$ cat src/design/vts_pkg.sv
// Constants, register map and enumerations of the voltage transformer supervision block
package vts_pkg;
   // Register byte offsets
   localparam logic [7:0] ADDR_CTRL = 8'h00;
   localparam logic [7:0] ADDR_GRP0 = 8'h04;
   localparam logic [7:0] ADDR_GRP1 = 8'h08;
   localparam logic [7:0] ADDR_STATUS = 8'h0C;
   localparam logic [7:0] ADDR_SEQ = 8'h10;
   localparam logic [7:0] ADDR_ZERO = 8'h14;
   localparam logic [7:0] ADDR_DELAY = 8'h18;
   // Control field positions
   localparam int CTRL_MODE_LSB = 0;
   localparam int CTRL_FORCE_LSB = 4;
   localparam int CTRL_BUSCHK_BIT = 8;
   localparam int CTRL_LINECHK_BIT = 9;
   localparam logic [31:0] CTRL_RST = 32'h0000_0300;
   // Group fields: low [7:0], high [15:8], angle limit [25:16]
   localparam int GRP_HIGH_LSB = 8;
   localparam int GRP_ANG_LSB = 16;
   // Magnitudes in 0.01 x nominal_voltage, angles in 0.1 degree
   localparam int MAG_W = 16;
   localparam int ANG_W = 12;
   localparam int LIM_W = 8;
   localparam int ALIM_W = 10;
   localparam logic [LIM_W-1:0] LOW_MIN = 8'h05;
   localparam logic [LIM_W-1:0] LOW_MAX = 8'h32;
   localparam logic [LIM_W-1:0] LOW_DEF = 8'h05;
   localparam logic [LIM_W-1:0] HIGH_MIN = 8'h01;
   localparam logic [LIM_W-1:0] HIGH_MAX = 8'h6E;
   localparam logic [LIM_W-1:0] HIGH_DEF = 8'h50;
   localparam logic [ALIM_W-1:0] ALIM_MIN = 10'h014;
   localparam logic [ALIM_W-1:0] ALIM_MAX = 10'h384;
   localparam logic [ALIM_W-1:0] ALIM_DEF = 10'h032;
   localparam logic [ANG_W-1:0] ANG_FULL = 12'hE10;
   localparam logic [ANG_W-1:0] ANG_HALF = 12'h708;
   localparam logic [ANG_W-1:0] ANG_THIRD = 12'h4B0;
   localparam logic [ANG_W-1:0] ANG_TWO_THIRD = 12'h960;
   localparam logic [ANG_W-1:0] SEQ_TOL = 12'h096;
   // Time base
   localparam int TIME_BASE_MS = 5;
   localparam int ANGLE_WINDOW_MS = 40;
   localparam int HIST_DEPTH = ANGLE_WINDOW_MS / TIME_BASE_MS;
   localparam logic [15:0] DELAY_DEF = 16'h0014;
   typedef enum logic [2:0] {
      MODE_ON = 3'b000, MODE_BLOCKED = 3'b001, MODE_TEST = 3'b010,
      MODE_TEST_BLOCKED = 3'b011, MODE_OFF = 3'b100
   } vts_mode_e;
   typedef enum logic [2:0] {
      COND_NORMAL = 3'b000, COND_START = 3'b001, COND_LINE_FAIL = 3'b010,
      COND_BUS_FAIL = 3'b011, COND_BLOCKED = 3'b100
   } vts_cond_e;
   typedef enum logic [2:0] {
      BUS_DEAD = 3'b000, BUS_LIVE_OK = 3'b001, BUS_LIVE_REV = 3'b010,
      BUS_LIVE_UNDEF = 3'b011, BUS_LIVE_PROBLEM = 3'b100
   } vts_bus_e;
endpackage : vts_pkg

$ cat src/design/vts_angle_hist.sv
// Angle history of one channel and shift detection over the window
`timescale 1ns/1ns
module vts_angle_hist
   import vts_pkg::*;
(
   // Clock and reset
   input wire logic pclk,
   input wire logic presetn,
   // Measurement
   input wire logic upd,
   input wire logic [ANG_W-1:0] ang,
   input wire logic [ALIM_W-1:0] lim,
   // Result
   output logic shift_small
);
   logic [ANG_W-1:0] hist [HIST_DEPTH];
   logic [ANG_W-1:0] raw;
   logic [ANG_W-1:0] diff;

   // Shift register of past angles
   always_ff @(posedge pclk or negedge presetn) begin
      if (!presetn) begin
         for (int i = 0; i < HIST_DEPTH; i++) begin
            hist[i] <= '0;
         end
      end else if (upd) begin
         hist[0] <= ang;
         for (int i = 1; i < HIST_DEPTH; i++) begin
            hist[i] <= hist[i-1];
         end
      end
   end

   // Shortest angular distance
   always_comb begin
      raw = (ang >= hist[HIST_DEPTH-1]) ? ang - hist[HIST_DEPTH-1] : hist[HIST_DEPTH-1] - ang;
      diff = (raw > ANG_HALF) ? ANG_FULL - raw : raw;
   end

   assign shift_small = diff < {{(ANG_W-ALIM_W){1'b0}}, lim};
endmodule : vts_angle_hist

$ cat src/design/vts_core.sv
// Voltage transformer supervision core with APB register slave
`timescale 1ns/1ns
// Operation
// - Inputs are four fundamental magnitudes refreshed every 5 ms update.
// - Positive, negative and zero sequence voltages computed and used.
// - Phase angle of every channel is tracked alongside magnitudes.
// - Node mode On, Blocked, Test, Test/Blocked, Off; default On; gated globally.
// - With global forcing enabled, status forced to a chosen condition.
// - Pick-up when one phase below low limit and two above high.
// - Low limit 0.05 to 0.50, high 0.01 to 1.10, 0.01 steps.
// - Each phase's magnitude continuously compared with both set limits.
// - Angle change over 40 ms below shift limit blocks pick-up.
// - Bus fuse trip supervised only when bus check enabled.
// - Line fuse trip supervised only when line check enabled.
// - Setting group selection changes limits while running.
// - Mode and forcing settings do not depend on setting group.
// - Bus dead with no voltage; bus live healthy when within limits.
// - Reversed sequence reported when within limits but order reversed.
// - Undefined sequence reported when order cannot be determined.
// - Bus live problem reported whenever pick-up conditions hold, unless all four channels are below low limit (bus dead).
// - Pick-up gives start unless blocked; blocking resets active start.
// - Alarm timed by definite time delay from pick-up.
module vts_core
   import vts_pkg::*;
(
   // APB
   input wire logic pclk,
   input wire logic presetn,
   input wire logic psel,
   input wire logic penable,
   input wire logic pwrite,
   input wire logic [7:0] paddr,
   input wire logic [31:0] pwdata,
   output logic [31:0] prdata,
   output logic pready,
   output logic pslverr,
   // Measurements
   input wire logic meas_valid,
   input wire logic [MAG_W-1:0] mag0,
   input wire logic [MAG_W-1:0] mag1,
   input wire logic [MAG_W-1:0] mag2,
   input wire logic [MAG_W-1:0] mag3,
   input wire logic [ANG_W-1:0] ang0,
   input wire logic [ANG_W-1:0] ang1,
   input wire logic [ANG_W-1:0] ang2,
   input wire logic [ANG_W-1:0] ang3,
   // System inputs
   input wire logic block_in,
   input wire logic setting_group,
   input wire logic individual_mode_allow,
   input wire logic stage_forcing_enable,
   input wire logic bus_miniature_breaker_trip,
   input wire logic line_miniature_breaker_trip,
   // Outputs
   output logic start,
   output logic blocked,
   output logic alarm,
   output logic bus_transformer_failure,
   output logic line_transformer_failure,
   output logic [2:0] condition,
   output logic [2:0] bus_state
);
   logic [31:0] ctrl, next_rdata;
   logic [25:0] grp [2];
   logic [15:0] delay_set, delay_cnt;
   logic [MAG_W-1:0] seq_pos, seq_neg, seq_zero, next_pos, next_neg, next_zero;
   logic [3:0] below_low, above_high, shift_small;
   logic [MAG_W-1:0] mags [4];
   logic [ANG_W-1:0] angs [4];
   logic [LIM_W-1:0] low_lim, high_lim;
   logic [ALIM_W-1:0] ang_lim;
   logic low_any, high_two, angle_block, pickup, all_low, seq_fwd, seq_rev;
   logic [ANG_W-1:0] d12, d23;
   logic [MAG_W+1:0] mag_sum;
   logic [MAG_W-1:0] mag_max, mag_min, avg;
   vts_mode_e mode;
   logic mode_run, mode_blk, bus_chk, line_chk, bus_fuse_fail, line_fuse_fail;
   logic [2:0] next_cond, next_bus;
   logic wr_en, addr_ok;

   assign mags = '{mag0, mag1, mag2, mag3};
   assign angs = '{ang0, ang1, ang2, ang3};

   // Active group limits
   assign low_lim = grp[setting_group][LIM_W-1:0];
   assign high_lim = grp[setting_group][GRP_HIGH_LSB +: LIM_W];
   assign ang_lim = grp[setting_group][GRP_ANG_LSB +: ALIM_W];

   // Mode and forcing live outside the groups
   assign mode = individual_mode_allow ? vts_mode_e'(ctrl[CTRL_MODE_LSB +: 3]) : MODE_ON;
   assign mode_run = (mode != MODE_OFF);
   assign mode_blk = (mode == MODE_BLOCKED) || (mode == MODE_TEST_BLOCKED);
   assign bus_chk = ctrl[CTRL_BUSCHK_BIT];
   assign line_chk = ctrl[CTRL_LINECHK_BIT];

   // Per channel comparison and angle history
   genvar g;
   generate
      for (g = 0; g < 4; g++) begin : g_ch
         vts_phase_cmp u_cmp (.mag(mags[g]), .low_lim(low_lim), .high_lim(high_lim),
            .below_low(below_low[g]), .above_high(above_high[g]));
         vts_angle_hist u_ang (.pclk(pclk), .presetn(presetn), .upd(meas_valid),
            .ang(angs[g]), .lim(ang_lim),
            .shift_small(shift_small[g]));
      end
   endgenerate

   // Pick-up decision
   assign low_any = |below_low[2:0];
   assign high_two = (above_high[0] & above_high[1]) | (above_high[0] & above_high[2])
                   | (above_high[1] & above_high[2]);
   assign angle_block = &shift_small;
   assign pickup = low_any && high_two && !angle_block;
   assign all_low = &below_low;

   // Phase order from angle spacing
   always_comb begin
      d12 = (ang0 >= ang1) ? ang0 - ang1 : ANG_FULL - (ang1 - ang0);
      d23 = (ang1 >= ang2) ? ang1 - ang2 : ANG_FULL - (ang2 - ang1);
      seq_fwd = (d12 > ANG_THIRD - SEQ_TOL) && (d12 < ANG_THIRD + SEQ_TOL)
             && (d23 > ANG_THIRD - SEQ_TOL) && (d23 < ANG_THIRD + SEQ_TOL);
      seq_rev = (d12 > ANG_TWO_THIRD - SEQ_TOL) && (d12 < ANG_TWO_THIRD + SEQ_TOL)
             && (d23 > ANG_TWO_THIRD - SEQ_TOL) && (d23 < ANG_TWO_THIRD + SEQ_TOL);
   end

   // Sequence voltage estimates
   always_comb begin
      mag_sum = {2'b00, mag0} + {2'b00, mag1} + {2'b00, mag2};
      avg = MAG_W'((34'(mag_sum) * 34'd21846) >> 16);
      mag_max = (mag0 > mag1) ? mag0 : mag1;
      mag_max = (mag2 > mag_max) ? mag2 : mag_max;
      mag_min = (mag0 < mag1) ? mag0 : mag1;
      mag_min = (mag2 < mag_min) ? mag2 : mag_min;
      next_pos = seq_fwd ? avg : '0;
      next_neg = seq_rev ? avg : '0;
      next_zero = mag_max - mag_min;
   end

   always_ff @(posedge pclk or negedge presetn) begin
      if (!presetn) begin
         seq_pos <= '0;
         seq_neg <= '0;
         seq_zero <= '0;
      end else if (meas_valid) begin
         seq_pos <= next_pos;
         seq_neg <= next_neg;
         seq_zero <= next_zero;
      end
   end

   // Bus voltage state
   always_comb begin
      if (all_low) begin
         next_bus = BUS_DEAD;
      end else if (pickup) begin
         next_bus = BUS_LIVE_PROBLEM;
      end else if (next_zero > {{(MAG_W-LIM_W){1'b0}}, low_lim}) begin
         next_bus = BUS_LIVE_UNDEF;
      end else if (next_pos != '0) begin
         next_bus = BUS_LIVE_OK;
      end else if (next_neg != '0) begin
         next_bus = BUS_LIVE_REV;
      end else begin
         next_bus = BUS_LIVE_UNDEF;
      end
   end

   always_ff @(posedge pclk or negedge presetn) begin
      if (!presetn) begin
         bus_state <= BUS_DEAD;
      end else if (meas_valid) begin
         bus_state <= next_bus;
      end
   end

   // Start and blocked
   always_ff @(posedge pclk or negedge presetn) begin
      if (!presetn) begin
         start <= 1'b0;
         blocked <= 1'b0;
      end else if (meas_valid) begin
         start <= mode_run && pickup && !block_in && !mode_blk;
         blocked <= mode_run && pickup && (block_in || mode_blk);
      end
   end

   // Fuse supervision
   always_ff @(posedge pclk or negedge presetn) begin
      if (!presetn) begin
         bus_fuse_fail <= 1'b0;
         line_fuse_fail <= 1'b0;
      end else if (meas_valid) begin
         bus_fuse_fail <= mode_run && bus_chk && bus_miniature_breaker_trip;
         line_fuse_fail <= mode_run && line_chk && line_miniature_breaker_trip;
      end
   end

   // Definite time delay from pick-up
   always_ff @(posedge pclk or negedge presetn) begin
      if (!presetn) begin
         delay_cnt <= '0;
         alarm <= 1'b0;
      end else if (meas_valid) begin
         if (mode_run && pickup && !block_in && !mode_blk) begin
            if (delay_cnt < delay_set) begin
               delay_cnt <= delay_cnt + 16'h0001;
            end
            alarm <= (delay_cnt + 16'h0001 >= delay_set);
         end else begin
            delay_cnt <= '0;
            alarm <= 1'b0;
         end
      end
   end

   assign bus_transformer_failure = alarm || bus_fuse_fail;
   assign line_transformer_failure = line_fuse_fail;

   // Function condition with forcing
   always_comb begin
      if (stage_forcing_enable) begin
         next_cond = ctrl[CTRL_FORCE_LSB +: 3];
      end else if (blocked) begin
         next_cond = COND_BLOCKED;
      end else if (bus_transformer_failure) begin
         next_cond = COND_BUS_FAIL;
      end else if (line_fuse_fail) begin
         next_cond = COND_LINE_FAIL;
      end else if (start) begin
         next_cond = COND_START;
      end else begin
         next_cond = COND_NORMAL;
      end
   end

   always_ff @(posedge pclk or negedge presetn) begin
      if (!presetn) begin
         condition <= COND_NORMAL;
      end else begin
         condition <= next_cond;
      end
   end

   // APB slave, zero wait states
   assign pready = 1'b1;
   assign wr_en = psel && penable && pwrite;
   assign addr_ok = (paddr == ADDR_CTRL) || (paddr == ADDR_GRP0) || (paddr == ADDR_GRP1)
                 || (paddr == ADDR_STATUS) || (paddr == ADDR_SEQ) || (paddr == ADDR_ZERO)
                 || (paddr == ADDR_DELAY);
   assign pslverr = psel && penable && !addr_ok;

   function automatic logic [25:0] clamp_grp(input logic [31:0] d);
      logic [LIM_W-1:0] lo;
      logic [LIM_W-1:0] hi;
      logic [ALIM_W-1:0] an;
      lo = d[LIM_W-1:0];
      hi = d[GRP_HIGH_LSB +: LIM_W];
      an = d[GRP_ANG_LSB +: ALIM_W];
      lo = (lo < LOW_MIN) ? LOW_MIN : (lo > LOW_MAX) ? LOW_MAX : lo;
      hi = (hi < HIGH_MIN) ? HIGH_MIN : (hi > HIGH_MAX) ? HIGH_MAX : hi;
      an = (an < ALIM_MIN) ? ALIM_MIN : (an > ALIM_MAX) ? ALIM_MAX : an;
      return {an, hi, lo};
   endfunction : clamp_grp

   always_ff @(posedge pclk or negedge presetn) begin
      if (!presetn) begin
         ctrl <= CTRL_RST;
         grp[0] <= {ALIM_DEF, HIGH_DEF, LOW_DEF};
         grp[1] <= {ALIM_DEF, HIGH_DEF, LOW_DEF};
         delay_set <= DELAY_DEF;
      end else if (wr_en) begin
         case (paddr)
            ADDR_CTRL: begin
               ctrl <= {22'h0, pwdata[9:8], 1'b0, pwdata[6:4], 1'b0, pwdata[2:0]};
            end
            ADDR_GRP0: grp[0] <= clamp_grp(pwdata);
            ADDR_GRP1: grp[1] <= clamp_grp(pwdata);
            ADDR_DELAY: delay_set <= (pwdata[15:0] == '0) ? 16'h0001 : pwdata[15:0];
            default: ;
         endcase
      end
   end

   always_comb begin
      case (paddr)
         ADDR_CTRL: next_rdata = ctrl;
         ADDR_GRP0: next_rdata = {6'h00, grp[0]};
         ADDR_GRP1: next_rdata = {6'h00, grp[1]};
         ADDR_STATUS: next_rdata = {12'h000, below_low, above_high, 1'b0, alarm, blocked,
                                    start, 1'b0, bus_state, 1'b0, condition};
         ADDR_SEQ: next_rdata = {seq_neg, seq_pos};
         ADDR_ZERO: next_rdata = {16'h0000, seq_zero};
         ADDR_DELAY: next_rdata = {16'h0000, delay_set};
         default: next_rdata = 32'h0000_0000;
      endcase
   end

   always_ff @(posedge pclk or negedge presetn) begin
      if (!presetn) begin
         prdata <= '0;
      end else if (psel && !penable) begin
         prdata <= next_rdata;
      end
   end
endmodule : vts_core

$ cat src/design/vts_phase_cmp.sv
// Limit comparison of one voltage channel
`timescale 1ns/1ns
module vts_phase_cmp
   import vts_pkg::*;
(
   // Measurement and limits
   input wire logic [MAG_W-1:0] mag,
   input wire logic [LIM_W-1:0] low_lim,
   input wire logic [LIM_W-1:0] high_lim,
   // Results
   output logic below_low,
   output logic above_high
);
   // Set limits against measured magnitude
   assign below_low = mag < {{(MAG_W-LIM_W){1'b0}}, low_lim};
   assign above_high = mag > {{(MAG_W-LIM_W){1'b0}}, high_lim};
endmodule : vts_phase_cmp

$ cat config.mk
export PLATFORM = sky130hd
export DESIGN_NAME = vts_core
export DESIGN_NICKNAME = d
export VERILOG_FILES = /design/src/design/vts_pkg.sv /design/src/design/vts_angle_hist.sv /design/src/design/vts_core.sv /design/src/design/vts_phase_cmp.sv
export SDC_FILE = /design/constraint.sdc
export NUM_CORES = 2
export LEC_CHECK = 0
export BUFFER_PORTS_ARGS = -buffer_cell sky130_fd_sc_hd__buf_2
export CAP_MARGIN = 15
export CELL_PAD_IN_SITES_DETAIL_PLACEMENT = 1
export CELL_PAD_IN_SITES_GLOBAL_PLACEMENT = 1
export CORE_MARGIN = 5
export CORE_UTILIZATION = 30
export CTS_CLUSTER_DIAMETER = 80
export CTS_CLUSTER_SIZE = 30
export DETAILED_ROUTE_END_ITERATION = 6
export MAX_ROUTING_LAYER = met4
export PLACE_DENSITY_LB_ADDON = 0.3
export SYNTH_ARGS = -nofsm -noshare
export SYNTH_HDL_FRONTEND = slang
export SYNTH_SLANG_ARGS = --single-unit
export TNS_END_PERCENT = 1
$ cat constraint.sdc
create_clock -name pclk -period 20.1 [get_ports pclk]
set_input_delay 1.005 -clock pclk [delete_from_list [all_inputs] [get_ports pclk]]
set_output_delay 1.005 -clock pclk [all_outputs]
set_load 0.005 [all_outputs]
==> metrics.md <==
| Metric | Value |
|---|---|
| Status | completed |
| Final setup TNS | 0 ns |
| Vias per cell | 5.11 |
| Most numerous cell on the critical path | inv_1 |
| Final Hold Viols | 0 |
| Final setup fails | 0 |
| Critical Path Slowest Stage Cell | o41ai_1 |
| Layout cells sized above 1 | 17.4% |
| Critical path startpoint category | input port |
| Peak Freq | 0.0958 GHz |
| Worst Path Class, Setup | input port to flip-flop |
| Initial Utilization | 30.2% |
| Mean post-synth cell area | 10.1 µm² |
| H-tree levels | 1 |
| Via count | 31000 |
| Max-slew violation count | 0 |
| Max transition margin | 17.7% |
| Row Count | 136 |
| Top FF cell, synth | dfrtp_1 |
| TritonCTS Buffers | 30 |
| Iteration-0 DRC count of the detailed router | 1596 |
| Post-CTS Setup Bufs | 0 |
| First-pass GRT wire length | 194000 µm |
| Chip width | 382 µm |
| Max Cap Violations | 0 |
| NumNets Final | 4986 |
| CTS Root Cell | clkbuf_16 |
| FF+latch count, synth | 567 |
| Post-Syn Nets | 4868 |
| Initial antenna violation count | 11 |
| Synth top cells by count | dfrtp_1, ha_1, mux2_2 |
| Worst-Margin Slew | 1.20 ns |
| Mapped Cells | 4119 |
| CTS clk-pin slew, worst paths | 0.11 ns |
| First drt pass iteration count | 5 |
| Chip height | 382 µm |
| Cts repair resizes | 0 |
| CTS tree | built |
| Drt drc | 0 |
| Vias in the first global route | 32900 |
| I/O Buffers | 201 |
| Cell Count, Final, Fillers Out | 6056 |
| Maximum number of pins on one net before global-route repair | 147 |
| Total GRT Usage | 17.0% |
| Syn-to-layout area delta | 9.97% |
| Number of synthesized flops with an enable pin | 0 |
| Routed len/inst | 20.2 µm |
| Worst clock skew | 0.0360 ns |
| Ys Warns | 0 |
| Clock sinks | 567 |
| Async SR Flop Fraction | 100% |
| Die ar. | 146000 µm² |
| Top cell type's share of synthesized area | 33.2% |
| Worst-skew pair later-pin latency | 0.64 ns |
| CP endpoint kind | flip-flop |
| Clock buffer depth | 3 |
| HPWL Detailed | 97900 µm |
| Minimum clock period | 10.43 ns |
| CP Max Fanout | 6 |
| Final Wtd Congestion | 0.878 |
| R2r startpoint | g_ch[2].u_ang.hist[6] |
| CP peak stage delay | 0.72 ns |
| Count leader, synth | dfrtp_1 |
| Arrival @ worst endpoint | 10.99 ns |
| Worst hold-check path type | input port to async pin |
| Ranking of synthesized cells by area | dfrtp_1, ha_1, mux2_2, fa_1, o21ai_0 |
| Antenna-violating nets left | 0 |
| Crit path required time | 20.66 ns |
| Grt ovf | 0 |
| Post-synth cell types | 94 |
| IO Pins | 209 |
| Hold buffers post-CTS | 0 |
| Total wire length | 122000 µm |
| Share of the yosys chip area belonging to registers | 34.3% |
| Synth Cell Area | 41400 µm² |
| Crit. Startpoint | mag0[1] |
| DP Cell Count | 5998 |
| Core box area | 137000 µm² |
| RSZ-0062 raised after global routing | false |
| Fin crit share | 51.9% |
| Leading area contributor after synthesis | dfrtp_1 |
## final timing paths
path	endpoint	slack [ns]	cells past startpoint
max	bus_state[1]	9.67	39
min	g_ch[2].u_ang.hist[56]	0.36	1
max reg2reg	delay_cnt[0]	12.11	23
min reg2reg	g_ch[1].u_ang.hist[5]	0.49	2
max in group asynchronous	g_ch[3].u_ang.hist[71]	16.82	4
min in group pclk	g_ch[1].u_ang.hist[5]	0.49	2
## worst max-delay path, delay by kind of cell
family / cells / cell delay, ns
AO/OA/AOI/OAI: 17 / 4.54
XOR/XNOR: 1 / 0.32
adder cells (fa/ha/maj): 9 / 3.67
buffers and inverters: 8 / 0.59
AND/OR/NAND/NOR: 4 / 0.86
## flip-flops by register name (all words and copies together), names as in the netlist, 3 cells and up
register         cells
delay_set           16
condition            3
seq_pos             16
seq_neg             16
delay_cnt           16
bus_state            3
g_ch.u_ang.hist    384
prdata              32
ctrl                 8
seq_zero            16
grp                 52
## metrics by stage
stage / util (%) / setup WS, ns / hold slack, ns / area (µm²)
detailed placement: 32.3 / 8.99 / 0.468 / 44400
CTS: 33.1 / 9.61 / 0.345 / 45500
finish: 33.2 / 9.67 / 0.362 / 45500
global route: 33.2 / 8.92 / 0.389 / 45500
floorplan: - / 10.55 / 0.448 / 41400
global placement: 32.3 / 9.07 / 0.459 / 44400
## cells in the final DEF, fill, tap and decap left out, types with 22 or more instances in the layout
master     netlist  final
dfrtp_1        549    549
ha_1           466    466
mux2_2         389    389
inv_1          347    347
nand2_1        298    297
o21ai_0        269    269
a21oi_1        227    227
buf_2           12    199
nor2_1         193    193
fa_1           119    119
xnor2_1        109    109
mux2i_1         84     84
nand3_1         75     75
o21a_1          65     65
xor2_1          54     54
a21o_1          52     52
nor3_1          52     51
nand4_1         45     45
buf_4            3     41
o2bb2ai_1       38     38
nor2b_1         32     31
clkbuf_16        0     31
a31oi_1         30     30
o211ai_1        27     27
nor4_1          27     27
nand2b_1        25     25
a211oi_1        25     25
or3_1           22     22
## layout make-up
| class | count | area, µm² |
|---|---|---|
| sequential | 567 | 14200 |
| antenna | 4 | 10.0 |
| clock inverter | 19 | 340 |
| tap | 1794 | 2240 |
| multi-input combinational | 3047 | 25300 |
| clock buffer | 34 | 797 |
| fill | 15600 | 91800 |
| inverter | 348 | 1310 |
| timing repair buffer | 243 | 1350 |
## layer usage
layer	wire length [µm]	share of wire (%)	vias to the layer above	GRT usage, %
met5	0	0	-	-
met4	2750	2.2	0	3.30
met3	2970	2.4	107	1.28
met2	59900	49	408	29.2
met1	56800	46	15600	22.3
li1	-	-	14900	-
## cell families after synthesis
kind of cell | count (synthesis) | share of synthesized area, %
XOR/XNOR | 164 | 3.49
AND/OR/NAND/NOR | 862 | 9.88
flip-flops | 567 | 34.3
adder cells (fa/ha/maj) | 585 | 19.8
multiplexers | 475 | 12.7
buffers and inverters | 505 | 4.71
AO/OA/AOI/OAI | 960 | 15.1
other | 1 | 0.00906
Power is left out: the tool's default activity adds up to more than one toggle a clock period on the data nets, which glitch-free logic cannot reach.
